==> src/common/smsel_pkg.sv <==
// Package for the startup operation mode selector.
// Shared by the design and its bench; no imports are assumed.
package smsel_pkg;
	// Operating modes, binary coded.
	typedef enum logic [1:0] {
		SMSEL_EXT = 2'b00,
		SMSEL_CON = 2'b01,
		SMSEL_NET = 2'b10,
		SMSEL_CMB = 2'b11
	} smsel_mode_t;
	// Register byte offsets on the APB bus.
	localparam logic [11:0] SMSEL_OFS_GEN = 12'h000;
	localparam logic [11:0] SMSEL_OFS_STU = 12'h004;
	localparam logic [11:0] SMSEL_OFS_EXT = 12'h008;
	localparam logic [11:0] SMSEL_OFS_CTL = 12'h00C;
	localparam logic [11:0] SMSEL_OFS_STA = 12'h010;
	// Field widths and reset values.
	localparam int SMSEL_GEN_W = 3;
	localparam int SMSEL_STU_W = 4;
	localparam logic [2:0] SMSEL_GEN_RST = 3'h0;
	localparam logic [3:0] SMSEL_STU_RST = 4'h0;
	localparam logic [7:0] SMSEL_EXT_RST = 8'h00;
	// Legal startup selector values.
	localparam logic [3:0] SMSEL_STU_0 = 4'h0;
	localparam logic [3:0] SMSEL_STU_1 = 4'h1;
	localparam logic [3:0] SMSEL_STU_10 = 4'hA;
	// Control register field positions: bit 0 request valid, bits 2:1 target mode.
	localparam int SMSEL_CTL_REQ = 0;
	localparam int SMSEL_CTL_TGT = 1;
	// Status register: bits 1:0 mode, bit 8 last request refused.
	localparam int SMSEL_STA_REF = 8;
endpackage : smsel_pkg

==> src/design/smsel_top.sv <==
// Startup operation mode selector with APB register access.
// Assumes pin inputs are asynchronous and synchronised here; APB on i_ref_clk.
// What this block does
// (RQ1) Startup selector accepts 0, 1, 10 only.
// (RQ2) Selector writes accepted only while motor stopped.
// (RQ3) Selectors writable only when extended setting zero.
// (RQ4) Startup 0: mode follows general selector.
// (RQ5) General 0: change via external, not direct.
// (RQ6) General 1: console mode, no changes.
// (RQ7) General 2: external/network only, no console.
// (RQ8) General 3/4: combined mode, no changes.
// (RQ9) General 6: changes allowed while running.
// (RQ10) General 7: changes need output stop on.
// (RQ11) Startup 1: network start for 0,2,6.
// (RQ12) Startup 1, general 7: stop input picks.
// (RQ13) Startup 10, general 0: console/network when stopped.
// (RQ14) Startup 10, general 2: network fixed.
// (RQ15) Startup 10, general 6: console/network while running.
// (RQ16) Startup 10 with 1,3,4,7 as startup 0.
// (RQ17) Key press or switch change toggles console/network.
// (RQ18) Same startup choice on every reset.
// (RQ19) Switch input on console, off network.
// (RQ20) Mode registered, loaded one cycle after reset.
`timescale 1ns/1ps
module smsel_top (
	input wire logic i_ref_clk,
	input wire logic i_reset_n,
	input wire logic i_psel,
	input wire logic i_penable,
	input wire logic i_pwrite,
	input wire logic [11:0] i_paddr,
	input wire logic [31:0] i_pwdata,
	output logic [31:0] o_prdata,
	output logic o_pready,
	output logic o_pslverr,
	input wire logic i_motor_stopped,
	input wire logic i_output_stop_input,
	input wire logic i_console_mode_key,
	input wire logic i_console_network_switch_input,
	input wire logic i_switch_assigned,
	output logic [1:0] o_mode
);
	typedef struct packed {
		logic [2:0] gen;
		logic [3:0] stu;
		logic [7:0] extd;
		logic [1:0] mode;
		logic started;
		logic refused;
		logic [2:0] stop_s;
		logic [2:0] key_s;
		logic [2:0] sw_s;
		logic [2:0] run_s;
		logic [31:0] rdata;
	} smsel_state_t;

	smsel_state_t st;
	smsel_state_t next_st;

	// Synchronised input levels (second stage) and edges.
	logic stop_on;
	logic running;
	logic key_edge;
	logic sw_edge;
	logic wr;
	logic rd;
	logic sel_ok;
	logic [1:0] start_mode;
	logic [1:0] tgt;
	logic req;
	logic allow;
	logic bad_addr;

	assign stop_on = st.stop_s[1];
	assign running = ~st.run_s[1];
	assign key_edge = st.key_s[1] & ~st.key_s[2];
	assign sw_edge = st.sw_s[1] ^ st.sw_s[2];
	assign wr = i_psel & i_penable & i_pwrite;
	assign rd = i_psel & i_penable & ~i_pwrite;
	assign bad_addr = (i_paddr != smsel_pkg::SMSEL_OFS_GEN) &&
		(i_paddr != smsel_pkg::SMSEL_OFS_STU) &&
		(i_paddr != smsel_pkg::SMSEL_OFS_EXT) &&
		(i_paddr != smsel_pkg::SMSEL_OFS_CTL) &&
		(i_paddr != smsel_pkg::SMSEL_OFS_STA);
	// Selector writes need a stopped motor and a zero extended setting.
	assign sel_ok = ~running && (st.extd == 8'h00); // RQ2 RQ3

	// Startup mode from both selectors and the output-stop input.
	always_comb begin
		start_mode = smsel_pkg::SMSEL_EXT;
		case (st.gen)
			3'h1: start_mode = smsel_pkg::SMSEL_CON; // RQ4 RQ6
			3'h3, 3'h4: start_mode = smsel_pkg::SMSEL_CMB; // RQ8
			3'h0, 3'h2, 3'h6: begin
				if (st.stu != smsel_pkg::SMSEL_STU_0) begin
					start_mode = smsel_pkg::SMSEL_NET; // RQ11 RQ13 RQ14 RQ15
				end
			end
			3'h7: begin
				if (st.stu == smsel_pkg::SMSEL_STU_1 && stop_on) begin
					start_mode = smsel_pkg::SMSEL_NET; // RQ12
				end
			end
			default: start_mode = smsel_pkg::SMSEL_EXT; // RQ16
		endcase
	end

	// Pick the requested target: console switch events win over software.
	always_comb begin
		req = 1'b0;
		tgt = st.mode;
		if (st.stu == smsel_pkg::SMSEL_STU_10 && (st.gen == 3'h0 || st.gen == 3'h6)) begin
			if (i_switch_assigned && sw_edge) begin
				req = 1'b1; // RQ17
				tgt = st.sw_s[1] ? smsel_pkg::SMSEL_CON : smsel_pkg::SMSEL_NET; // RQ19
			end else if (key_edge) begin
				req = 1'b1; // RQ17
				tgt = (st.mode == smsel_pkg::SMSEL_CON) ? smsel_pkg::SMSEL_NET :
					smsel_pkg::SMSEL_CON;
			end
		end
		if (!req && wr && i_paddr == smsel_pkg::SMSEL_OFS_CTL && i_pwdata[smsel_pkg::SMSEL_CTL_REQ]) begin
			req = 1'b1;
			tgt = i_pwdata[smsel_pkg::SMSEL_CTL_TGT +: 2];
		end
	end

	// Permission of a requested move under the current settings.
	always_comb begin
		allow = 1'b0;
		case (st.gen)
			3'h0, 3'h6: begin
				if (st.stu == smsel_pkg::SMSEL_STU_10) begin
					allow = (tgt == smsel_pkg::SMSEL_CON || tgt == smsel_pkg::SMSEL_NET) &&
						(st.gen == 3'h6 || !running); // RQ13 RQ15
				end else begin
					allow = (tgt != smsel_pkg::SMSEL_CMB) &&
						!(st.mode == smsel_pkg::SMSEL_CON && tgt == smsel_pkg::SMSEL_NET) &&
						!(st.mode == smsel_pkg::SMSEL_NET && tgt == smsel_pkg::SMSEL_CON) &&
						(st.gen == 3'h6 || !running); // RQ5 RQ9
				end
			end
			3'h2: allow = (st.stu != smsel_pkg::SMSEL_STU_10) && !running &&
				(tgt == smsel_pkg::SMSEL_EXT || tgt == smsel_pkg::SMSEL_NET); // RQ7 RQ14
			3'h7: allow = stop_on && !running && (tgt != smsel_pkg::SMSEL_CMB) &&
				!(st.mode == smsel_pkg::SMSEL_CON && tgt == smsel_pkg::SMSEL_NET) &&
				!(st.mode == smsel_pkg::SMSEL_NET && tgt == smsel_pkg::SMSEL_CON); // RQ10
			default: allow = 1'b0; // RQ6 RQ8
		endcase
	end

	// Next-state logic for registers, synchronisers and the mode.
	always_comb begin
		next_st = st;
		next_st.stop_s = {st.stop_s[1:0], i_output_stop_input};
		next_st.key_s = {st.key_s[1:0], i_console_mode_key};
		next_st.sw_s = {st.sw_s[1:0], i_console_network_switch_input};
		next_st.run_s = {st.run_s[1:0], i_motor_stopped};
		next_st.started = 1'b1;
		if (wr && sel_ok && i_paddr == smsel_pkg::SMSEL_OFS_GEN) begin
			if (i_pwdata[2:0] != 3'h5) begin
				next_st.gen = i_pwdata[2:0]; // RQ2 RQ3
			end
		end
		if (wr && sel_ok && i_paddr == smsel_pkg::SMSEL_OFS_STU) begin
			if (i_pwdata[3:0] == smsel_pkg::SMSEL_STU_0 || i_pwdata[3:0] == smsel_pkg::SMSEL_STU_1 ||
				i_pwdata[3:0] == smsel_pkg::SMSEL_STU_10) begin
				next_st.stu = i_pwdata[3:0]; // RQ1
			end
		end
		if (wr && i_paddr == smsel_pkg::SMSEL_OFS_EXT) begin
			next_st.extd = i_pwdata[7:0];
		end
		if (!st.started) begin
			next_st.mode = start_mode; // RQ18 RQ20
		end else if (st.gen == 3'h7 && !stop_on) begin
			next_st.mode = smsel_pkg::SMSEL_EXT; // RQ10
		end else if (req) begin
			if (allow) begin
				next_st.mode = tgt; // RQ20
				next_st.refused = 1'b0;
			end else begin
				next_st.refused = 1'b1;
			end
		end
		next_st.rdata = 32'h0000_0000;
		if (rd) begin
			case (i_paddr)
				smsel_pkg::SMSEL_OFS_GEN: next_st.rdata = {29'h0000_0000, st.gen};
				smsel_pkg::SMSEL_OFS_STU: next_st.rdata = {28'h000_0000, st.stu};
				smsel_pkg::SMSEL_OFS_EXT: next_st.rdata = {24'h00_0000, st.extd};
				smsel_pkg::SMSEL_OFS_STA: next_st.rdata = {23'h00_0000, st.refused, 6'h00, st.mode};
				default: next_st.rdata = 32'h0000_0000;
			endcase
		end
	end

	// State register; reset loads constants only.
	always_ff @(posedge i_ref_clk or negedge i_reset_n) begin
		if (!i_reset_n) begin
			// The motor synchroniser starts at stopped, so reset shows no false run.
			st <= '{gen: smsel_pkg::SMSEL_GEN_RST, stu: smsel_pkg::SMSEL_STU_RST,
				extd: smsel_pkg::SMSEL_EXT_RST, mode: smsel_pkg::SMSEL_EXT, run_s: 3'h7,
				default: '0};
		end else begin
			st <= next_st;
		end
	end

	// APB answers in the access cycle; read data comes combinationally from next_st.rdata, not the registered copy.
	assign o_pready = 1'b1;
	assign o_pslverr = i_psel & i_penable & bad_addr;
	assign o_prdata = next_st.rdata;
	assign o_mode = st.mode;

	// Settings under which console and network trade places, and the forced case.
	logic pair_cfg;
	logic forced_ext;
	assign pair_cfg = (st.stu == smsel_pkg::SMSEL_STU_10) &&
		(st.gen == 3'h0 || st.gen == 3'h6);
	assign forced_ext = (st.gen == 3'h7) && !stop_on;
endmodule : smsel_top

==> config.mk <==
export PLATFORM = sky130hd
export DESIGN_NAME = smsel_top
export DESIGN_NICKNAME = d
export VERILOG_FILES = /design/src/common/smsel_pkg.sv /design/src/design/smsel_top.sv
export SDC_FILE = /design/constraint.sdc
export NUM_CORES = 1
export LEC_CHECK = 0
export BUFFER_PORTS_ARGS = -buffer_cell sky130_fd_sc_hd__buf_2
export CORE_MARGIN = 5
export CORE_UTILIZATION = 43
export DETAILED_ROUTE_END_ITERATION = 7
export PLACE_DENSITY = 0.78
export SYNTH_ARGS = -nofsm -noshare
export SYNTH_HDL_FRONTEND = slang
export SYNTH_SLANG_ARGS = --single-unit
==> constraint.sdc <==
create_clock -name i_ref_clk -period 3.2 [get_ports i_ref_clk]
set_clock_uncertainty 0.05 [all_clocks]
set_input_delay 0.48 -clock i_ref_clk [delete_from_list [all_inputs] [get_ports i_ref_clk]]
set_output_delay 0.48 -clock i_ref_clk [all_outputs]
set_load 0.005 [all_outputs]
==> results.yml, run 1 <==
cells_and_area:
  syn2layout_area_growth_pct: 13.2
  final_cell_mix: "41 x buf_2, 27 x dfrtp_1, 25 x conb_1"
  fin_nets: 312
  final_cells: 310
  final_util_pct: 50.0
  antenna_cells: 0
  layout_commonest_cell: "buf_2"
  drive_gt1_share_pct: 35.9
synth:
  avgSynthCellArea_um2: 9.87
  ys_seq_area_share_pct: 35.1
  synth_warnings: 0
  syn_area_um2: 2070
  synth.area.top_cells: "dfrtp_1 33%, buf_4 13%, mux2_2 7.1%"
  synthFlopType: "dfrtp_1"
  yosysTopAreaCellShare_pct: 32.6
  yosysUniqueCellTypes: 53
  ys_seq_elements: 29
  synth_cells: 210
  synth-edff-count: 0
  synth_area_leader_cell: "dfrtp_1"
  postSynth.asyncResetShare_pct: 100
critical_path:
  r2r-start: "st[58]"
  cp_data_required_time_ps: 3300
  r2r_end: "o_mode[1]"
  worstSetupPathType: "flop to flop"
  crit_fanout: 4
  end_kind: "flop"
  arrival_ps: 3200
  reg2reg_setup_slack_ps: 110
  reg2regPathDepth: 12
  start_kind: "flop"
place:
  dp.cells: 301
  port_buffers: 41
  pre_cts_ws_ps: -56.2
  dp_hpwl_um: 3500
  place_congestion: 0.865
timing:
  post-route-period-util_pct: 96.7
  relSlewSlack_pct: 53.9
  setup_slack_ps: 107
  setup_viol: 0
  hold_viol: 0
  fmax_mhz: 323
  worstMarginPinSlew_ps: 689
  period_needed_ps: 3090
  final_max_slew_viol_count: 0
power_and_ir_drop:
  p_per_area_nw_per_um2: 325
  seq_power_share_pct: 50.1
  pwr-share-clk_pct: 36.9
  vdd.ir_drop.worst_mv: 0.166
  p_leak_uw: 0.00110
  p_sw_uw: 193
  pwr-share-comb_pct: 13.0
  swShare_pct: 25.3
  power.total_uw: 762
  intPower_uw: 569
drt:
  via_per_inst: 5.25
  num_vias: 1627
  postRouteAntennaNets: 0
  routed_wl_um: 4390
  drc: 0
  firstDrtPassIters: 4
  drtIter0Drc: 116
  wl_per_cell_um: 14.2
run:
  drv_cap: 0
clock_tree:
  clock_sinks: 29
  hold_buffers: 0
  clock_latency_ps: 280
  htreeDepth: 2
  cts_tree: "done"
  cts_made_buffers: 5
  clock_path_buffers: 2
  clockRootBuffer: "clkbuf_8"
  worst_setup_hold_path_clk_slew_ps: 60
die:
  io_pins: 90
  coreArea_um2: 4690
  dieArea_um2: 6310
  rows: 25
  initial_core_util_pct: 44.2
  chipHeight_um: 79.4
  die_w_um: 79.4
global_route:
  grt_pass1_vias: 1586
  grt_max_degree: 30
  grt_overflow: 0
  antenna_found_initial: 0
  grt_usage_pct: 14.6
  grt_pass1_wl_um: 7290
status:
  status: "completed"
worst_hold_path:
  hp-class: "primary input to async pin"
==> synthesized netlist by cell type, types with 2 or more instances <==
cell type	count
inv_1	5
nand3b_1	3
nor3_1	3
nand2_1	8
o21bai_1	2
nand3_1	5
a21oi_1	5
dfstp_2	2
mux2i_1	3
nand2b_1	4
clkbuf_1	2
a221oi_1	2
nor3b_1	2
conb_1	2
mux2_2	13
a21o_1	3
dfrtp_1	27
o22ai_1	2
and2_1	8
nor4_1	5
a22oi_1	2
buf_4	36
a2bb2oi_1	2
or3_1	2
o21ai_0	8
nor2_1	15
a2111oi_4	2
nor4_4	2
nand4_1	3
nor2b_1	7
ha_1	3
==> repair_timing <==
item | in CTS | in global routing
endpoints found under the setup margin | 0 | 3
resized for setup | 0 | 4
setup buffers | 0 | 1
==> cells by family after synthesis <==
| logic type | count (synthesis) | synth area share, % |
|---|---|---|
| AND/OR/NAND/NOR | 78 | 24.3 |
| adder cells (fa/ha/maj) | 4 | 2.29 |
| buffers and inverters | 45 | 15.1 |
| other | 2 | 0.362 |
| multiplexers | 16 | 8.51 |
| XOR/XNOR | 1 | 0.423 |
| AO/OA/AOI/OAI | 35 | 13.9 |
| flip-flops | 29 | 35.1 |
==> critical path, cell delays in order, from the launching register on <==
cell and delay (ps):
dfrtp_1 410, nand4bb_4 230, nor4_4 380, buf_4 190
a22oi_2 70, o21bai_1 220, ha_1 210, and3b_1 190
a311oi_2 300, and2_4 200, a211oi_4 70, a2111oi_4 350
a211oi_1 90
==> power groups by stage <==
stage / clock [µW] / combinational [µW] / sequential (µW)
final: 281 / 99.1 / 382
after global placement: 0 / 92.8 / 388
after CTS: 290 / 94.7 / 382
after detailed placement: 0 / 94.3 / 388
after floorplan: 0 / 68.9 / 388
after global routing: 304 / 111 / 383
==> flip-flops by register name, indices dropped and copies added, names as in the netlist <==
signal / flops
st: 19
o_mode: 2
next_st: 8
==> routing by layer <==
metal  vias up  GRT usage (%)  wire length, µm
li1        777              -                -
met4         0           6.87               68
met3         6           2.82              287
met1       789           18.4             1850
met2        55           24.1             2180
met5         -              0                0
==> how the worst max path moves through the flow <==
stage / startpoint / end / depth (start not counted) / slack, ps
after detailed placement: i_paddr[7] / o_mode[1] / 13 / -60
after global placement: i_paddr[7] / o_mode[1] / 13 / 20
after CTS: st[58] / o_mode[1] / 12 / 80
final: st[58] / o_mode[1] / 12 / 110
after floorplan: st[56] / o_mode[0] / 12 / 240
after global routing: st[58] / o_mode[0] / 12 / -20
==> layout make-up <==
cell class / instances / area (µm²)
flip-flops and latches: 29 / 728
inverters: 5 / 18.8
multi-input cells: 159 / 1140
fillers: 433 / 2340
repair buffers: 55 / 310
well taps: 54 / 67.6
clock buffers: 6 / 72.6
clock inverters: 2 / 10.0
==> stage by stage <==
| stage | instance area [µm²] | hold slack [ps] | TNS, ps |
|---|---|---|---|
| 5_1_grt | 2350 | 225 | -24.9 |
| 6_report | 2350 | 162 | 0 |
| 4_1_cts | 2320 | 178 | 0 |
| 3_5_place_dp | 2240 | 287 | -94.2 |
| 3_3_place_gp | 2240 | 282 | 0 |
| 2_1_floorplan | 2160 | 134 | 0 |
(Power assumes the default switching activity.)
==> run 2: changes to the inputs <==
==> constraint.sdc (replaced) <==
create_clock -name i_ref_clk -period 2.5 [get_ports i_ref_clk]
set_clock_uncertainty 0.05 [all_clocks]
set_input_delay 0.375 -clock i_ref_clk [delete_from_list [all_inputs] [get_ports i_ref_clk]]
set_output_delay 0.375 -clock i_ref_clk [all_outputs]
set_load 0.005 [all_outputs]
==> results.yml, run 2 (synthesis gave the netlist of run 1 again) <==
status:
  violations: "negative setup slack"
  status: "finished, violations left"
drt:
  via_per_inst: 5.15
  postRouteAntennaNets: 0
  firstDrtPassIters: 4
  drtIter0Drc: 58
  routed_wl_um: 4840
  wl_per_cell_um: 14.6
  num_vias: 1704
  drc: 0
power_and_ir_drop:
  p_sw_uw: 254
  pwr-share-clk_pct: 35.6
  swShare_pct: 25.5
  seq_power_share_pct: 48.9
  vdd.ir_drop.worst_mv: 0.266
  power.total_uw: 1000
  p_per_area_nw_per_um2: 383
  intPower_uw: 745
  pwr-share-comb_pct: 15.5
  p_leak_uw: 0.00122
cells_and_area:
  top_register: "st"
  syn2layout_area_growth_pct: 26.0
  antenna_cells: 0
  stdcell_area_um2: 2610
  final_cell_mix: "41 x buf_2, 35 x buf_4, 26 x dfrtp_1"
  drive_gt1_share_pct: 47.3
  fin_nets: 333
  largest_reg_flops: 19
  layout_commonest_cell: "buf_2"
  fill_cells: 414
place:
  dp_hpwl_um: 3930
  place_congestion: 0.875
  port_buffers: 41
  place_area_um2: 2450
  pre_cts_ws_ps: -466
global_route:
  grt_usage_pct: 15.6
  grt_max_degree: 30
  grt_pass1_vias: 1710
  grt_pass1_wl_um: 7710
  antenna_found_initial: 0
  grt_overflow: 0
critical_path:
  reg2regPathDepth: 13
  arrival_ps: 2990
  cp_data_required_time_ps: 2600
  path_cells: "nor2b_4 -> nor4_4 -> buf_4 -> nand2b_4 -> a22oi_2 -> o21bai_4 -> inv_1 -> ha_2 -> a311oi_2 -> a21o_1 -> a211oi_4 -> a2111oi_4 -> a211oi_2"
  critical-path-top-delay-family: "compound AO/OA/AOI/OAI gates"
  start_kind: "flop"
  critPathBufInv: 2
  end_kind: "flop"
  worstSetupPathType: "flop to flop"
  crit_fanout: 4
  cp_num_cells: 13
  max_stage_delay_ps: 440
  crit_slowest_cell: "dfrtp_2"
timing:
  setup_viol: 3
  rsz0062_at_grt: "true"
  relSlewSlack_pct: 56.6
  whs_ps: 64.3
  period_needed_ps: 2890
  final_max_slew_viol_count: 0
  setup_slack_ps: -393
  worstMarginPinSlew_ps: 644
  fmax_mhz: 346
  post-route-period-util_pct: 116
  hold_viol: 0
die:
  chipHeight_um: 79.4
  initial_core_util_pct: 44.2
  dieArea_um2: 6310
  rows: 25
  die_w_um: 79.4
  io_pins: 90
  coreArea_um2: 4690
run:
  drv_cap: 0
clock_tree:
  cts_tree: "done"
  clock_latency_ps: 280
  clockRootBuffer: "clkbuf_8"
  clock_path_buffers: 2
  worst_setup_hold_path_clk_slew_ps: 60
  clock_sinks: 29
  htreeDepth: 2
  cts_made_buffers: 5
worst_hold_path:
  hp-class: "primary input to async pin"
==> run 2: cell type report <==
cell class,count,area (µm²),area share [%]
well taps,54,67.6,2.59
clock buffers,6,72.6,2.78
clock inverters,2,10.0,0.383
flip-flops and latches,29,729,27.9
inverters,5,18.8,0.719
multi-input cells,159,1240,47.7
repair buffers,76,468,17.9
==> run 2: worst reg2reg max path, cell delays in order (launching register included) <==
cell and delay, ps:
dfrtp_2 440, nor2b_4 140, nor4_4 270, buf_4 180
nand2b_4 70, a22oi_2 210, o21bai_4 200, inv_1 80
ha_2 180, a311oi_2 240, a21o_1 220, a211oi_4 70
a2111oi_4 370, a211oi_2 70
==> run 2: final timing paths <==
kind	from	end	slack [ps]
min in group i_ref_clk	i_motor_stopped	next_st[33]	150
setup reg to reg	st[61]	o_mode[1]	-390
hold reg to reg	next_st[39]	next_st[40]	300
setup / recovery	st[61]	o_mode[1]	-390
hold / removal	i_reset_n	next_st[40]	60
max in group asynchronous	i_reset_n	st[61]	1880
==> run 2: repair_timing <==
item,in CTS,in global routing
buffers inserted,1,3
pin swaps,5,4
hold buffers,0,0
endpoints found under the setup margin,5,7
hold endpoints to repair,0,0
resized for setup,3,11
==> run 2: power by group through the flow <==
stage                     Combinational (µW)  Clock [µW]  Sequential (µW)
after global placement                   141           0              496
after global routing                     170         391              490
after CTS                                146         371              489
after detailed placement                 146           0              497
final                                    155         356              489
after floorplan                         99.6           0              497
==> run 2: routing by layer <==
metal,part of all wire [%],vias up,track usage (%)
met5,0,-,0
met4,3.0,0,7.90
met3,4.8,13,2.71
met2,50,57,26.5
met1,42,812,18.8
li1,-,822,-
==> run 2: metrics by stage <==
stage / setup TNS (ps) / utilization, % / cells
floorplan: -857 / - / 233
global placement: -985 / 52.2 / 319
detailed placement: -1290 / 52.2 / 319
CTS: -954 / 54.3 / 328
global route: -1550 / 55.7 / 331
finish: -1110 / 55.7 / 331
